$ cat src/hdl/pin_ctrl_pkg.sv
// constants and types for the reset, interrupt request and crystal pin control block
// How it works
// - interrupt request pin synchronised before use
// - request detects low level or falling edge
// - reset pin low holds controller in reset
// - boot mode pin captured at reset release
// - internal reset released after fixed clock count
// - device reset alone leaves debug logic running
// - crystal input doubles as port B bit 2
// - crystal output doubles as port B bit 3
package pin_ctrl_pkg;
	localparam int unsigned CLK_MHZ          = 125;
	localparam int unsigned RST_RELEASE_CYC  = 32;
	localparam int unsigned RST_CNT_W        = 6;
	localparam logic [5:0]  RST_CNT_RESET    = 6'h00;
	localparam logic [2:0]  SYNC_RESET       = 3'h7;
	localparam logic        IRQ_MODE_LEVEL   = 1'b0;
	localparam logic        IRQ_MODE_FALL    = 1'b1;
	localparam logic        BOOT_MODE_RESET  = 1'b0;

	typedef enum logic [1:0]
	{
		RST_HOLD    = 2'b00,
		RST_COUNT   = 2'b01,
		RST_RUN     = 2'b10
	} rst_state_t;
endpackage

$ cat src/hdl/reset_irq_pin_control.sv
// reset release sequencing, interrupt request detection and crystal pin reuse
module reset_irq_pin_control
	import pin_ctrl_pkg::*;
(
	input  wire logic core_clk_i,
	input  wire logic rstn_i,
	input  wire logic test_rstn_i,
	input  wire logic ext_irq_request_pin_i,
	input  wire logic irq_mode_fall_i,
	input  wire logic irq_ack_i,
	input  wire logic boot_mode_select_pin_i,
	input  wire logic relax_osc_sel_i,
	input  wire logic [3:2] port_b_out_i,
	input  wire logic [3:2] port_b_dir_i,
	input  wire logic crystal_in_pin_i,
	input  wire logic crystal_out_drive_i,
	output logic      core_rstn_o,
	output logic      debug_rstn_o,
	output logic      boot_mode_o,
	output logic      irq_req_o,
	output logic      crystal_in_pin_o,
	output logic      crystal_in_pin_oe_o,
	output logic      crystal_out_pin_o,
	output logic      crystal_out_pin_oe_o,
	output logic [3:2] port_b_in_o
);
	rst_state_t           state_q, state_d;
	logic [RST_CNT_W-1:0] cnt_q;
	logic                 core_rstn_q;
	logic                 boot_q;
	logic                 irq_q;
	logic                 dbg_q;
	logic                 in_o_q, in_oe_q, out_o_q, out_oe_q;
	logic [3:2]           pb_in_q;
	logic                 irq_level, irq_fall;
	logic                 xin_level;

	// rstn_i is the reset pin; asynchronous assertion, counted release
	wire cnt_done = (cnt_q == RST_CNT_W'(RST_RELEASE_CYC - 1));
	wire core_rstn_d = (state_q == RST_COUNT) && cnt_done ? 1'b1 : core_rstn_q;

	always_comb
	begin
		state_d = state_q;
		unique case (state_q)
			RST_HOLD:  state_d = RST_COUNT;
			RST_COUNT: if (cnt_done) state_d = RST_RUN;
			RST_RUN:   state_d = RST_RUN;
			default:   state_d = RST_HOLD;
		endcase
	end

	always_ff @(posedge core_clk_i or negedge rstn_i)
	begin
		if (!rstn_i)
		begin
			state_q     <= RST_HOLD;
			cnt_q       <= RST_CNT_RESET;
			core_rstn_q <= 1'b0;
		end
		else
		begin
			state_q     <= state_d;
			cnt_q       <= (state_q == RST_COUNT) ? cnt_q + 1'b1 : cnt_q;
			core_rstn_q <= core_rstn_d;
		end
	end

	// boot mode latched on the first edge after release; no pin value under async reset
	always_ff @(posedge core_clk_i or negedge rstn_i)
	begin
		if (!rstn_i)
			boot_q <= BOOT_MODE_RESET;
		else if (state_q == RST_HOLD)
			boot_q <= boot_mode_select_pin_i;
	end

	// debug logic follows only the test reset, never the device reset
	always_ff @(posedge core_clk_i or negedge test_rstn_i)
	begin
		if (!test_rstn_i)
			dbg_q <= 1'b0;
		else
			dbg_q <= 1'b1;
	end

	pin_sync3 u_irq_sync
	(
		.core_clk_i (core_clk_i),
		.rstn_i     (rstn_i),
		.pin_i      (ext_irq_request_pin_i),
		.level_o    (irq_level),
		.fall_o     (irq_fall)
	);

	wire irq_set = (irq_mode_fall_i == IRQ_MODE_FALL) ? irq_fall : 1'b0;
	wire irq_d   = (irq_mode_fall_i == IRQ_MODE_LEVEL) ? !irq_level
	             : (irq_set || (irq_q && !irq_ack_i));

	always_ff @(posedge core_clk_i or negedge rstn_i)
	begin
		if (!rstn_i)
			irq_q <= 1'b0;
		else
			irq_q <= core_rstn_q && irq_d;
	end

	// crystal input pad is asynchronous to the core clock when read as port B bit 2
	pin_sync3 u_xin_sync
	(
		.core_clk_i (core_clk_i),
		.rstn_i     (rstn_i),
		.pin_i      (crystal_in_pin_i),
		.level_o    (xin_level),
		.fall_o     ()
	);

	// port B bits 2 and 3 only when the relaxation oscillator runs the chip
	wire gp    = relax_osc_sel_i && core_rstn_q;
	wire b2_oe = gp && port_b_dir_i[2];
	wire b3_oe = gp && port_b_dir_i[3];

	always_ff @(posedge core_clk_i or negedge rstn_i)
	begin
		if (!rstn_i)
		begin
			in_o_q   <= 1'b0;
			in_oe_q  <= 1'b0;
			out_o_q  <= 1'b0;
			out_oe_q <= 1'b0;
			pb_in_q  <= 2'h0;
		end
		else
		begin
			in_o_q     <= port_b_out_i[2];
			in_oe_q    <= b2_oe;
			out_o_q    <= gp ? port_b_out_i[3] : crystal_out_drive_i;
			out_oe_q   <= gp ? b3_oe : 1'b1;
			pb_in_q[2] <= gp && xin_level;
			pb_in_q[3] <= gp && crystal_out_drive_i;
		end
	end

	assign core_rstn_o          = core_rstn_q;
	assign debug_rstn_o         = dbg_q;
	assign boot_mode_o          = boot_q;
	assign irq_req_o            = irq_q;
	assign crystal_in_pin_o     = in_o_q;
	assign crystal_in_pin_oe_o  = in_oe_q;
	assign crystal_out_pin_o    = out_o_q;
	assign crystal_out_pin_oe_o = out_oe_q;
	assign port_b_in_o          = pb_in_q;

	AST_RST_HELD: assert property (@(posedge core_clk_i) !rstn_i |-> !core_rstn_o)
		else $error("core reset released while reset pin low");
	AST_RST_COUNT: assert property (@(posedge core_clk_i) disable iff (!rstn_i)
		$rose(state_q == RST_COUNT) |-> !core_rstn_o [*8])
		else $error("core reset released too early");
	AST_RST_DONE: assert property (@(posedge core_clk_i) disable iff (!rstn_i)
		$rose(state_q == RST_COUNT) |-> ##[1:40] core_rstn_o)
		else $error("core reset never released");
	AST_BOOT: assert property (@(posedge core_clk_i) disable iff (!rstn_i)
		state_q == RST_HOLD |=> boot_mode_o == $past(boot_mode_select_pin_i))
		else $error("boot mode not captured");
	AST_DBG: assert property (@(posedge core_clk_i) disable iff (!test_rstn_i)
		$past(dbg_q) |-> debug_rstn_o)
		else $error("debug logic reset by device reset");
	AST_IRQ_LVL: assert property (@(posedge core_clk_i) disable iff (!rstn_i)
		core_rstn_q && irq_mode_fall_i == IRQ_MODE_LEVEL && !irq_level |=> irq_req_o)
		else $error("level request missed");
	AST_IRQ_FALL: assert property (@(posedge core_clk_i) disable iff (!rstn_i)
		core_rstn_q && irq_mode_fall_i && irq_fall |=> irq_req_o)
		else $error("falling edge request missed");
	AST_B3: assert property (@(posedge core_clk_i) disable iff (!rstn_i)
		!relax_osc_sel_i |=> crystal_out_pin_oe_o)
		else $error("crystal output not driven");
	AST_B2: assert property (@(posedge core_clk_i) disable iff (!rstn_i)
		!relax_osc_sel_i |=> !crystal_in_pin_oe_o)
		else $error("crystal input driven without relaxation oscillator");

	// request, reset and pin mux details
	AST_IRQ_RST: assert property (@(posedge core_clk_i) disable iff (!rstn_i)
		!core_rstn_q |=> !irq_req_o)
		else $error("request raised while core held in reset");
	AST_IRQ_HOLD: assert property (@(posedge core_clk_i) disable iff (!rstn_i)
		core_rstn_q && irq_mode_fall_i && irq_req_o && !irq_ack_i |=> irq_req_o)
		else $error("edge request dropped without acknowledge");
	AST_IRQ_ACK: assert property (@(posedge core_clk_i) disable iff (!rstn_i)
		irq_mode_fall_i && irq_ack_i && !irq_fall |=> !irq_req_o)
		else $error("edge request survived acknowledge");
	AST_BOOT_KEEP: assert property (@(posedge core_clk_i) disable iff (!rstn_i)
		state_q != RST_HOLD |=> $stable(boot_mode_o))
		else $error("boot mode changed after capture");
	AST_RST_ONLY_COUNT: assert property (@(posedge core_clk_i) disable iff (!rstn_i)
		$rose(core_rstn_o) |-> $past(state_q) == RST_COUNT)
		else $error("core reset released outside the count");
	AST_CORE_RUN: assert property (@(posedge core_clk_i) disable iff (!rstn_i)
		state_q == RST_RUN |-> core_rstn_o)
		else $error("core reset low in run state");
	AST_B2_OE: assert property (@(posedge core_clk_i) disable iff (!rstn_i)
		relax_osc_sel_i && core_rstn_q |=> crystal_in_pin_oe_o == $past(port_b_dir_i[2]))
		else $error("port B bit 2 direction not followed");
	AST_B3_OE: assert property (@(posedge core_clk_i) disable iff (!rstn_i)
		relax_osc_sel_i && core_rstn_q |=> crystal_out_pin_oe_o == $past(port_b_dir_i[3]))
		else $error("port B bit 3 direction not followed");
	AST_B3_CRYSTAL_OUT_PIN: assert property (@(posedge core_clk_i) disable iff (!rstn_i)
		!relax_osc_sel_i |=> crystal_out_pin_o == $past(crystal_out_drive_i))
		else $error("crystal output not carrying oscillator drive");
	AST_PB_IDLE: assert property (@(posedge core_clk_i) disable iff (!rstn_i)
		!relax_osc_sel_i |=> port_b_in_o == 2'h0)
		else $error("port B reads nonzero in crystal mode");

	CV_RELEASE: cover property (@(posedge core_clk_i) $rose(core_rstn_o));
	CV_IRQ_FALL: cover property (@(posedge core_clk_i) irq_fall && irq_mode_fall_i);
	CV_GPIO: cover property (@(posedge core_clk_i) crystal_in_pin_oe_o);
	CV_LEVEL_REQ: cover property (@(posedge core_clk_i) irq_req_o && !irq_mode_fall_i);
	CV_DEBUG_ONLY: cover property (@(posedge core_clk_i) !rstn_i && debug_rstn_o);
endmodule

$ cat src/hdl/pin_sync3.sv
// three-stage pin synchroniser; a change counts when stages two and three agree
module pin_sync3
	import pin_ctrl_pkg::*;
(
	input  wire logic core_clk_i,
	input  wire logic rstn_i,
	input  wire logic pin_i,
	output logic      level_o,
	output logic      fall_o
);
	logic [2:0] sync_q;
	logic       level_q;
	logic       fall_q;
	wire        agree = (sync_q[1] == sync_q[2]);

	always_ff @(posedge core_clk_i or negedge rstn_i)
	begin
		if (!rstn_i)
		begin
			sync_q  <= SYNC_RESET;
			level_q <= 1'b1;
			fall_q  <= 1'b0;
		end
		else
		begin
			sync_q  <= {sync_q[1:0], pin_i};
			if (agree)
				level_q <= sync_q[2];
			fall_q  <= agree && level_q && !sync_q[2];
		end
	end

	assign level_o = level_q;
	assign fall_o  = fall_q;
endmodule

$ cat config.mk
export PLATFORM = sky130hd
export DESIGN_NAME = reset_irq_pin_control
export DESIGN_NICKNAME = d
export VERILOG_FILES = /design/src/hdl/pin_ctrl_pkg.sv /design/src/hdl/reset_irq_pin_control.sv /design/src/hdl/pin_sync3.sv
export SDC_FILE = /design/constraint.sdc
export NUM_CORES = 1
export LEC_CHECK = 0
export BUFFER_PORTS_ARGS = -buffer_cell sky130_fd_sc_hd__buf_4
export CAP_MARGIN = 30
export CORE_MARGIN = 2
export CORE_UTILIZATION = 50
export CTS_CLUSTER_SIZE = 14
export DETAILED_ROUTE_END_ITERATION = 6
export PLACE_DENSITY = 0.72
export SLEW_MARGIN = 10
export SYNTH_ARGS = -nofsm -noshare
export SYNTH_HDL_FRONTEND = slang
export SYNTH_SLANG_ARGS = --single-unit
$ cat constraint.sdc
create_clock -name core_clk_i -period 1.7 [get_ports core_clk_i]
set_input_delay 0.34 -clock core_clk_i [delete_from_list [all_inputs] [get_ports core_clk_i]]
set_output_delay 0.34 -clock core_clk_i [all_outputs]
set_load 0.05 [all_outputs]
==> results of run 1 <==
==> per-layer routing <==
layer | part of all wire (%) | up-vias | GRT usage [%]
li1 | - | 277 | -
met1 | 46 | 275 | 18.24
met2 | 45 | 22 | 21.99
met3 | 7.3 | 4 | 4.321
met4 | 1.7 | 0 | 7.143
met5 | 0 | - | 0
==> area by class of cell <==
class	instances	area, sq um	area share, %
sequential	27	685.7	55.63
multi-input combinational	36	277.8	22.54
timing repair buffer	25	192.7	15.63
tap	27	33.78	2.741
clock buffer	3	22.52	1.827
inverter	4	15.01	1.218
clock inverter	1	5.005	0.4061
==> Yosys cell counts (2+ instances only) <==
cell and count:
a21oi_1 2, and3_1 3, dfrtp_1 19, dfstp_2 8
ha_1 4, inv_1 4, maj3_1 2, mux2_2 5
nand2_1 4, nand4_1 2, nor2_1 2, xnor2_1 3
xor2_1 2
==> final timing paths <==
check,from,end,slack [ns],cells after the start
worst min-delay path,ext_irq_request_pin_i,u_irq_sync.sync_q[0],0.11,1
max in group asynchronous,rstn_i,u_irq_sync.sync_q[0],0.98,2
worst min register to register,u_xin_sync.sync_q[0],u_xin_sync.sync_q[1],0.37,0
worst max-delay path,core_rstn_o,core_rstn_o,0.34,1
worst max register to register,cnt_q[0],state_q[0],0.35,4
min in group asynchronous,test_rstn_i,debug_rstn_o,0.30,2
==> layout by cell type, fill, tap and decap left out, drive strengths merged, types with 3 or more instances in the layout <==
cell,count
mux2,5
buf,23
dfstp,8
inv,4
dfrtp,19
nand2,4
clkbuf,3
and3,3
ha,4
xnor2,3
==> through the flow <==
| step | instance area (sq um) | total power [mW] | instances | utilization (%) | hold WS [ns] |
|---|---|---|---|---|---|
| floorplan | 985.9 | 0.7658 | 68 | - | 0.04441 |
| global placement | 1185 | 0.8250 | 117 | 62.30 | 0.1163 |
| detailed placement | 1185 | 0.8277 | 117 | 62.30 | 0.1174 |
| CTS | 1232 | 1.098 | 123 | 64.80 | 0.09816 |
| global route | 1232 | 1.136 | 123 | 64.80 | 0.08431 |
| finish | 1232 | 1.084 | 123 | 64.80 | 0.1093 |
==> sequential cells by signal, indices dropped and copies added, names as in the netlist <==
name                  flops
u_xin_sync.sync_q         3
u_irq_sync.sync_q         3
cnt_q                     6
u_xin_sync.level_o        1
u_irq_sync.level_o        1
crystal_out_pin_oe_o      1
u_irq_sync.fall_o         1
crystal_in_pin_oe_o       1
port_b_in_o               2
crystal_out_pin_o         1
debug_rstn_o              1
state_q                   2
boot_mode_o               1
crystal_in_pin_o          1
core_rstn_o               1
irq_req_o                 1
==> worst register-to-register path, stage by stage, from the launching register on <==
cell	delay, ns
dfrtp_1	0.42
ha_1	0.21
nand2_1	0.10
o21ai_2	0.18
mux2_2	0.35
==> where the power goes <==
part / total (mW) / switching [mW] / internal (mW)
Sequential: 0.688 / 0.0103 / 0.678
Combinational: 0.129 / 0.0776 / 0.0510
Clock: 0.267 / 0.179 / 0.0881
==> kinds of logic (layout without fill, tap and decap cells) <==
logic type / after synthesis / in the layout / share of synthesized area, %
flops: 27 / 27 / 69.54
fa+ha+maj: 6 / 6 / 7.107
buf+inv: 5 / 33 / 2.284
compound gates: 5 / 5 / 3.173
other cells: 1 / 1 / 0.3803
xor+xnor: 5 / 5 / 4.442
mux: 5 / 5 / 5.710
simple gates: 14 / 14 / 7.360
==> flow_metrics.tcl, run 1 <==
set metrics [dict create \
    synth.top_cell.area_share_pct 48.22 \
    yosysSeqAreaShare_pct 69.54 \
    vdd_drop_max_mv 0.6683 \
    syn-mean-instance-area_sq_um 14.50 \
    wl_mm 1.335 \
    ant_nets 0 \
    cp_cell_sequence "buf_4" \
    dp_hpwl_um 989.9 \
    setup_tns_ns 0 \
    overflow 0 \
    p_leak_nw 0.5890 \
    first_pass_iters 2 \
    path_clk_slew_ns 0.14 \
    synth_seq_cells 27 \
    grt_use_total_pct 14.18 \
    critical-path-slowest-cell "dfrtp_1" \
    finalCriticalPeriod_ns 1.363 \
    synth_nets 86 \
    cp.arrival_ns 1.02 \
    viasPerCell 4.699 \
    antenna_found_initial 0 \
    drcViolationCount 0 \
    die_w_um 48.41 \
    path_delay_family "flip-flops" \
    initial_utilization_pct 51.84 \
    antenna_cells 0 \
    syn_inst 68 \
    synth_top_area_cell "dfrtp_1" \
    yosys_warnings 0 \
    synth_edf_count 0 \
    die-area_sq_mm 0.002343 \
    postCtsHoldBufs 2 \
    core_sq_mm 0.001902 \
    hp-class "input pin to flop" \
    cts_setup_buffers 0 \
    avgRoutedWirePerCell_um 10.85 \
    clk_path_buf_depth 2 \
    worstSetupEndpointType "primary output" \
    drv_cap 0 \
    power.density_mw_per_mm2 879.7 \
    nNetsFinal 115 \
    dp_slack_ns 0.3591 \
    hold_viol 0 \
    setup_slack_ns 0.3375 \
    root_buffer "clkbuf_4" \
    cts.sinks 27 \
    io_buffers 23 \
    clock-skew-final_ns 0.003318 \
    ys_types 21 \
    max_freq_ghz 0.7339 \
    min_period_over_period_pct 80.15 \
    worstPathMaxFanout 7 \
    row_count 16 \
    vias 578 \
    async_reset_ff_share_pct 100.0 \
    synthToLayoutAreaGrowth_pct 25.00 \
    status "finished, final reports clean" \
    cts_max_level 1 \
    report.final.slew_viol_count 0 \
    critical_path_class "flop to primary output" \
    drt_iter0_drc 4 \
    drive_gt1_share_pct 43.75 \
    cts_buffers 3 \
    synthFlopType "dfrtp_1" \
    ys_top_cells_by_area "dfrtp_1 (48%), dfstp_2 (21%), mux2_2 (5.7%), ha_1 (5.1%), xnor2_1 (2.7%)" \
    synth_area_sq_um 985.9 \
    setup.worst_path.start_class "flop" \
    cts_resized 0 \
    cp.required_ns 1.36 \
    gp_congestion 0.6955 \
    die_h_um 48.41 \
    ios 24 \
    grt_max_degree 27 \
    cpPeakStageDelay_ns 0.47 \
    worstPathBufferInverterCount 1 \
    grt_pass1_wl_mm 2.559 \
    setup_viol_count_final 0 \
    clk_latency_ns 0.32 \
    num-fill-cells 161 \
    grt_pass1_vias 592 \
    tritoncts "yes" \
    rsz0062_at_grt "no" \
]
Note: power is estimated with default switching activity, not from simulation.
==> run 2, diff against run 1 <==
Clock period 1.7 ns to 1.37 ns, I/O delays scaled along.
==> run 2 against run 1 <==
  * Clock power up 20%
  * Clock-buffer cell count did not move
  * Sequential share of layout area is 1.0 points lower
  * Critical path depth grew 3
  * Via count fell by 0.87%
  * Hold slack got worse by 0.055 ns
  * Die area unchanged
  * Clock skew up 0.0011 ns
  * Critical path type is now flop to flop
  * Critical endpoint is now state_q[0]
==> flow_metrics.tcl, run 2 (synthesis results as in run 1) <==
set metrics [dict create \
    status "finished, final reports clean" \
    ant_nets 0 \
    clk_path_buf_depth 2 \
    cp.required_ns 1.58 \
    avgRoutedWirePerCell_um 10.96 \
    cts.sinks 27 \
    first_pass_iters 3 \
    grt_pass1_wl_mm 2.463 \
    r2r-start "cnt_q[0]" \
    report.final.slew_viol_count 0 \
    crit_start "cnt_q[0]" \
    nNetsFinal 116 \
    p_leak_nw 0.5883 \
    die-area_sq_mm 0.002343 \
    max_freq_ghz 0.7634 \
    net-switching-power_mw 0.3211 \
    grt_pass1_vias 598 \
    setup.worst_path.start_class "flop" \
    cp.arrival_ns 1.52 \
    vias 573 \
    hp-class "input pin to flop" \
    die_w_um 48.41 \
    synthToLayoutAreaGrowth_pct 27.28 \
    cts_max_level 1 \
    wl_mm 1.359 \
    final_common_cell "buf_4" \
    finalCriticalPeriod_ns 1.310 \
    p_clk_share_pct 24.0 \
    min_period_over_period_pct 95.62 \
    root_buffer "clkbuf_4" \
    regMostFlops "cnt_q" \
    p_int_mw 1.014 \
    viasPerCell 4.621 \
    min_from "ext_irq_request_pin_i" \
    drive_gt1_share_pct 46.39 \
    rsz0062_at_grt "no" \
    antenna_found_initial 0 \
    antenna_cells 0 \
    cts_buffers 3 \
    vdd_drop_max_mv 0.7848 \
    reg.largest.list "cnt_q: 6 flops, u_irq_sync.sync_q: 3 flops, u_xin_sync.sync_q: 3 flops" \
    gp_congestion 0.6955 \
    row_count 16 \
    tritoncts "yes" \
    worstSetupEndpointType "flop" \
    drv_cap 0 \
    switching_share_pct 24.05 \
    die_h_um 48.41 \
    seq_power_share_pct 64.0 \
    core_sq_mm 0.001902 \
    initial_utilization_pct 51.84 \
    grt_max_degree 27 \
    clk_latency_ns 0.31 \
    clock-skew-final_ns 0.004379 \
    utilization_pct 65.99 \
    setup_viol_count_final 0 \
    largest_reg_flops 6 \
    hold_viol 0 \
    path_clk_slew_ns 0.13 \
    drcViolationCount 0 \
    setup_tns_ns 0 \
    overflow 0 \
    worstPathMaxFanout 3 \
    dp_hpwl_um 961.9 \
    critical_path_class "flop to flop" \
    grt_use_total_pct 13.43 \
    power.density_mw_per_mm2 1064 \
    final_cell_mix "buf_4 (24), dfrtp_1 (19), dfstp_2 (8)" \
    ios 24 \
    io_buffers 23 \
    p_comb_share_pct 12.0 \
    drt_iter0_drc 3 \
]
## run 2: worst paths after layout
| kind | to | slack [ns] | depth (start not counted) |
|---|---|---|---|
| worst max-delay path | state_q[0] | 0.06 | 4 |
| worst min-delay path | u_irq_sync.sync_q[0] | 0.05 | 1 |
| worst max register to register | state_q[0] | 0.06 | 4 |
| worst min register to register | u_irq_sync.sync_q[1] | 0.37 | 0 |
| max in group asynchronous | u_irq_sync.level_o | 0.70 | 2 |
| min in group asynchronous | debug_rstn_o | 0.25 | 2 |
## run 2: metal layers
layer | GRT usage (%) | wire length (um)
met4 | 5.714 | 10
met5 | 0 | 0
met2 | 22.22 | 626
met3 | 2.778 | 89
met1 | 17.38 | 633
## run 2: cell type report
cell class              count  area, sq um
flip-flops and latches     27        685.7
fillers                   151        646.9
multi-input cells          36        292.8
repair buffers             26        200.2
well taps                  27        33.78
clock buffers               3        22.52
inverters                   4        15.01
clock inverters             1        5.005
## run 2: stage by stage
| step | instance area, sq um | hold WS [ns] | power [mW] | setup WS, ns | instances |
|---|---|---|---|---|---|
| after CTS | 1240 | 0.04269 | 1.356 | 0.009944 | 124 |
| after global placement | 1185 | 0.05028 | 1.024 | 0.07000 | 117 |
| after floorplan | 985.9 | -0.02159 | 0.9503 | 0.1372 | 68 |
| after global routing | 1255 | 0.02767 | 1.397 | 0.002577 | 124 |
| after detailed placement | 1185 | 0.05169 | 1.027 | 0.02939 | 117 |
| final | 1255 | 0.05473 | 1.335 | 0.06004 | 124 |
## run 2: repair_timing
action,in CTS,in global routing
pin swaps,0,1
endpoints found under the hold margin,19,0
setup endpoints to repair,2,3
buffers inserted,1,0
gates resized for setup,0,3
hold buffers,2,0
cloned,0,0
## run 2: worst max-delay path, cell delays in order, from the launching register on
cell and delay, ns:
dfrtp_1 0.40, ha_2 0.21, nand2_1 0.09, o21ai_2 0.16, mux2_2 0.35
## run 2: power by group through the flow
stage	registers (mW)	clock network (mW)	logic, mW
after detailed placement	0.869	0	0.158
after floorplan	0.929	0	0.0215
after CTS	0.855	0.339	0.162
after global routing	0.859	0.366	0.172
final	0.854	0.320	0.160
after global placement	0.868	0	0.156
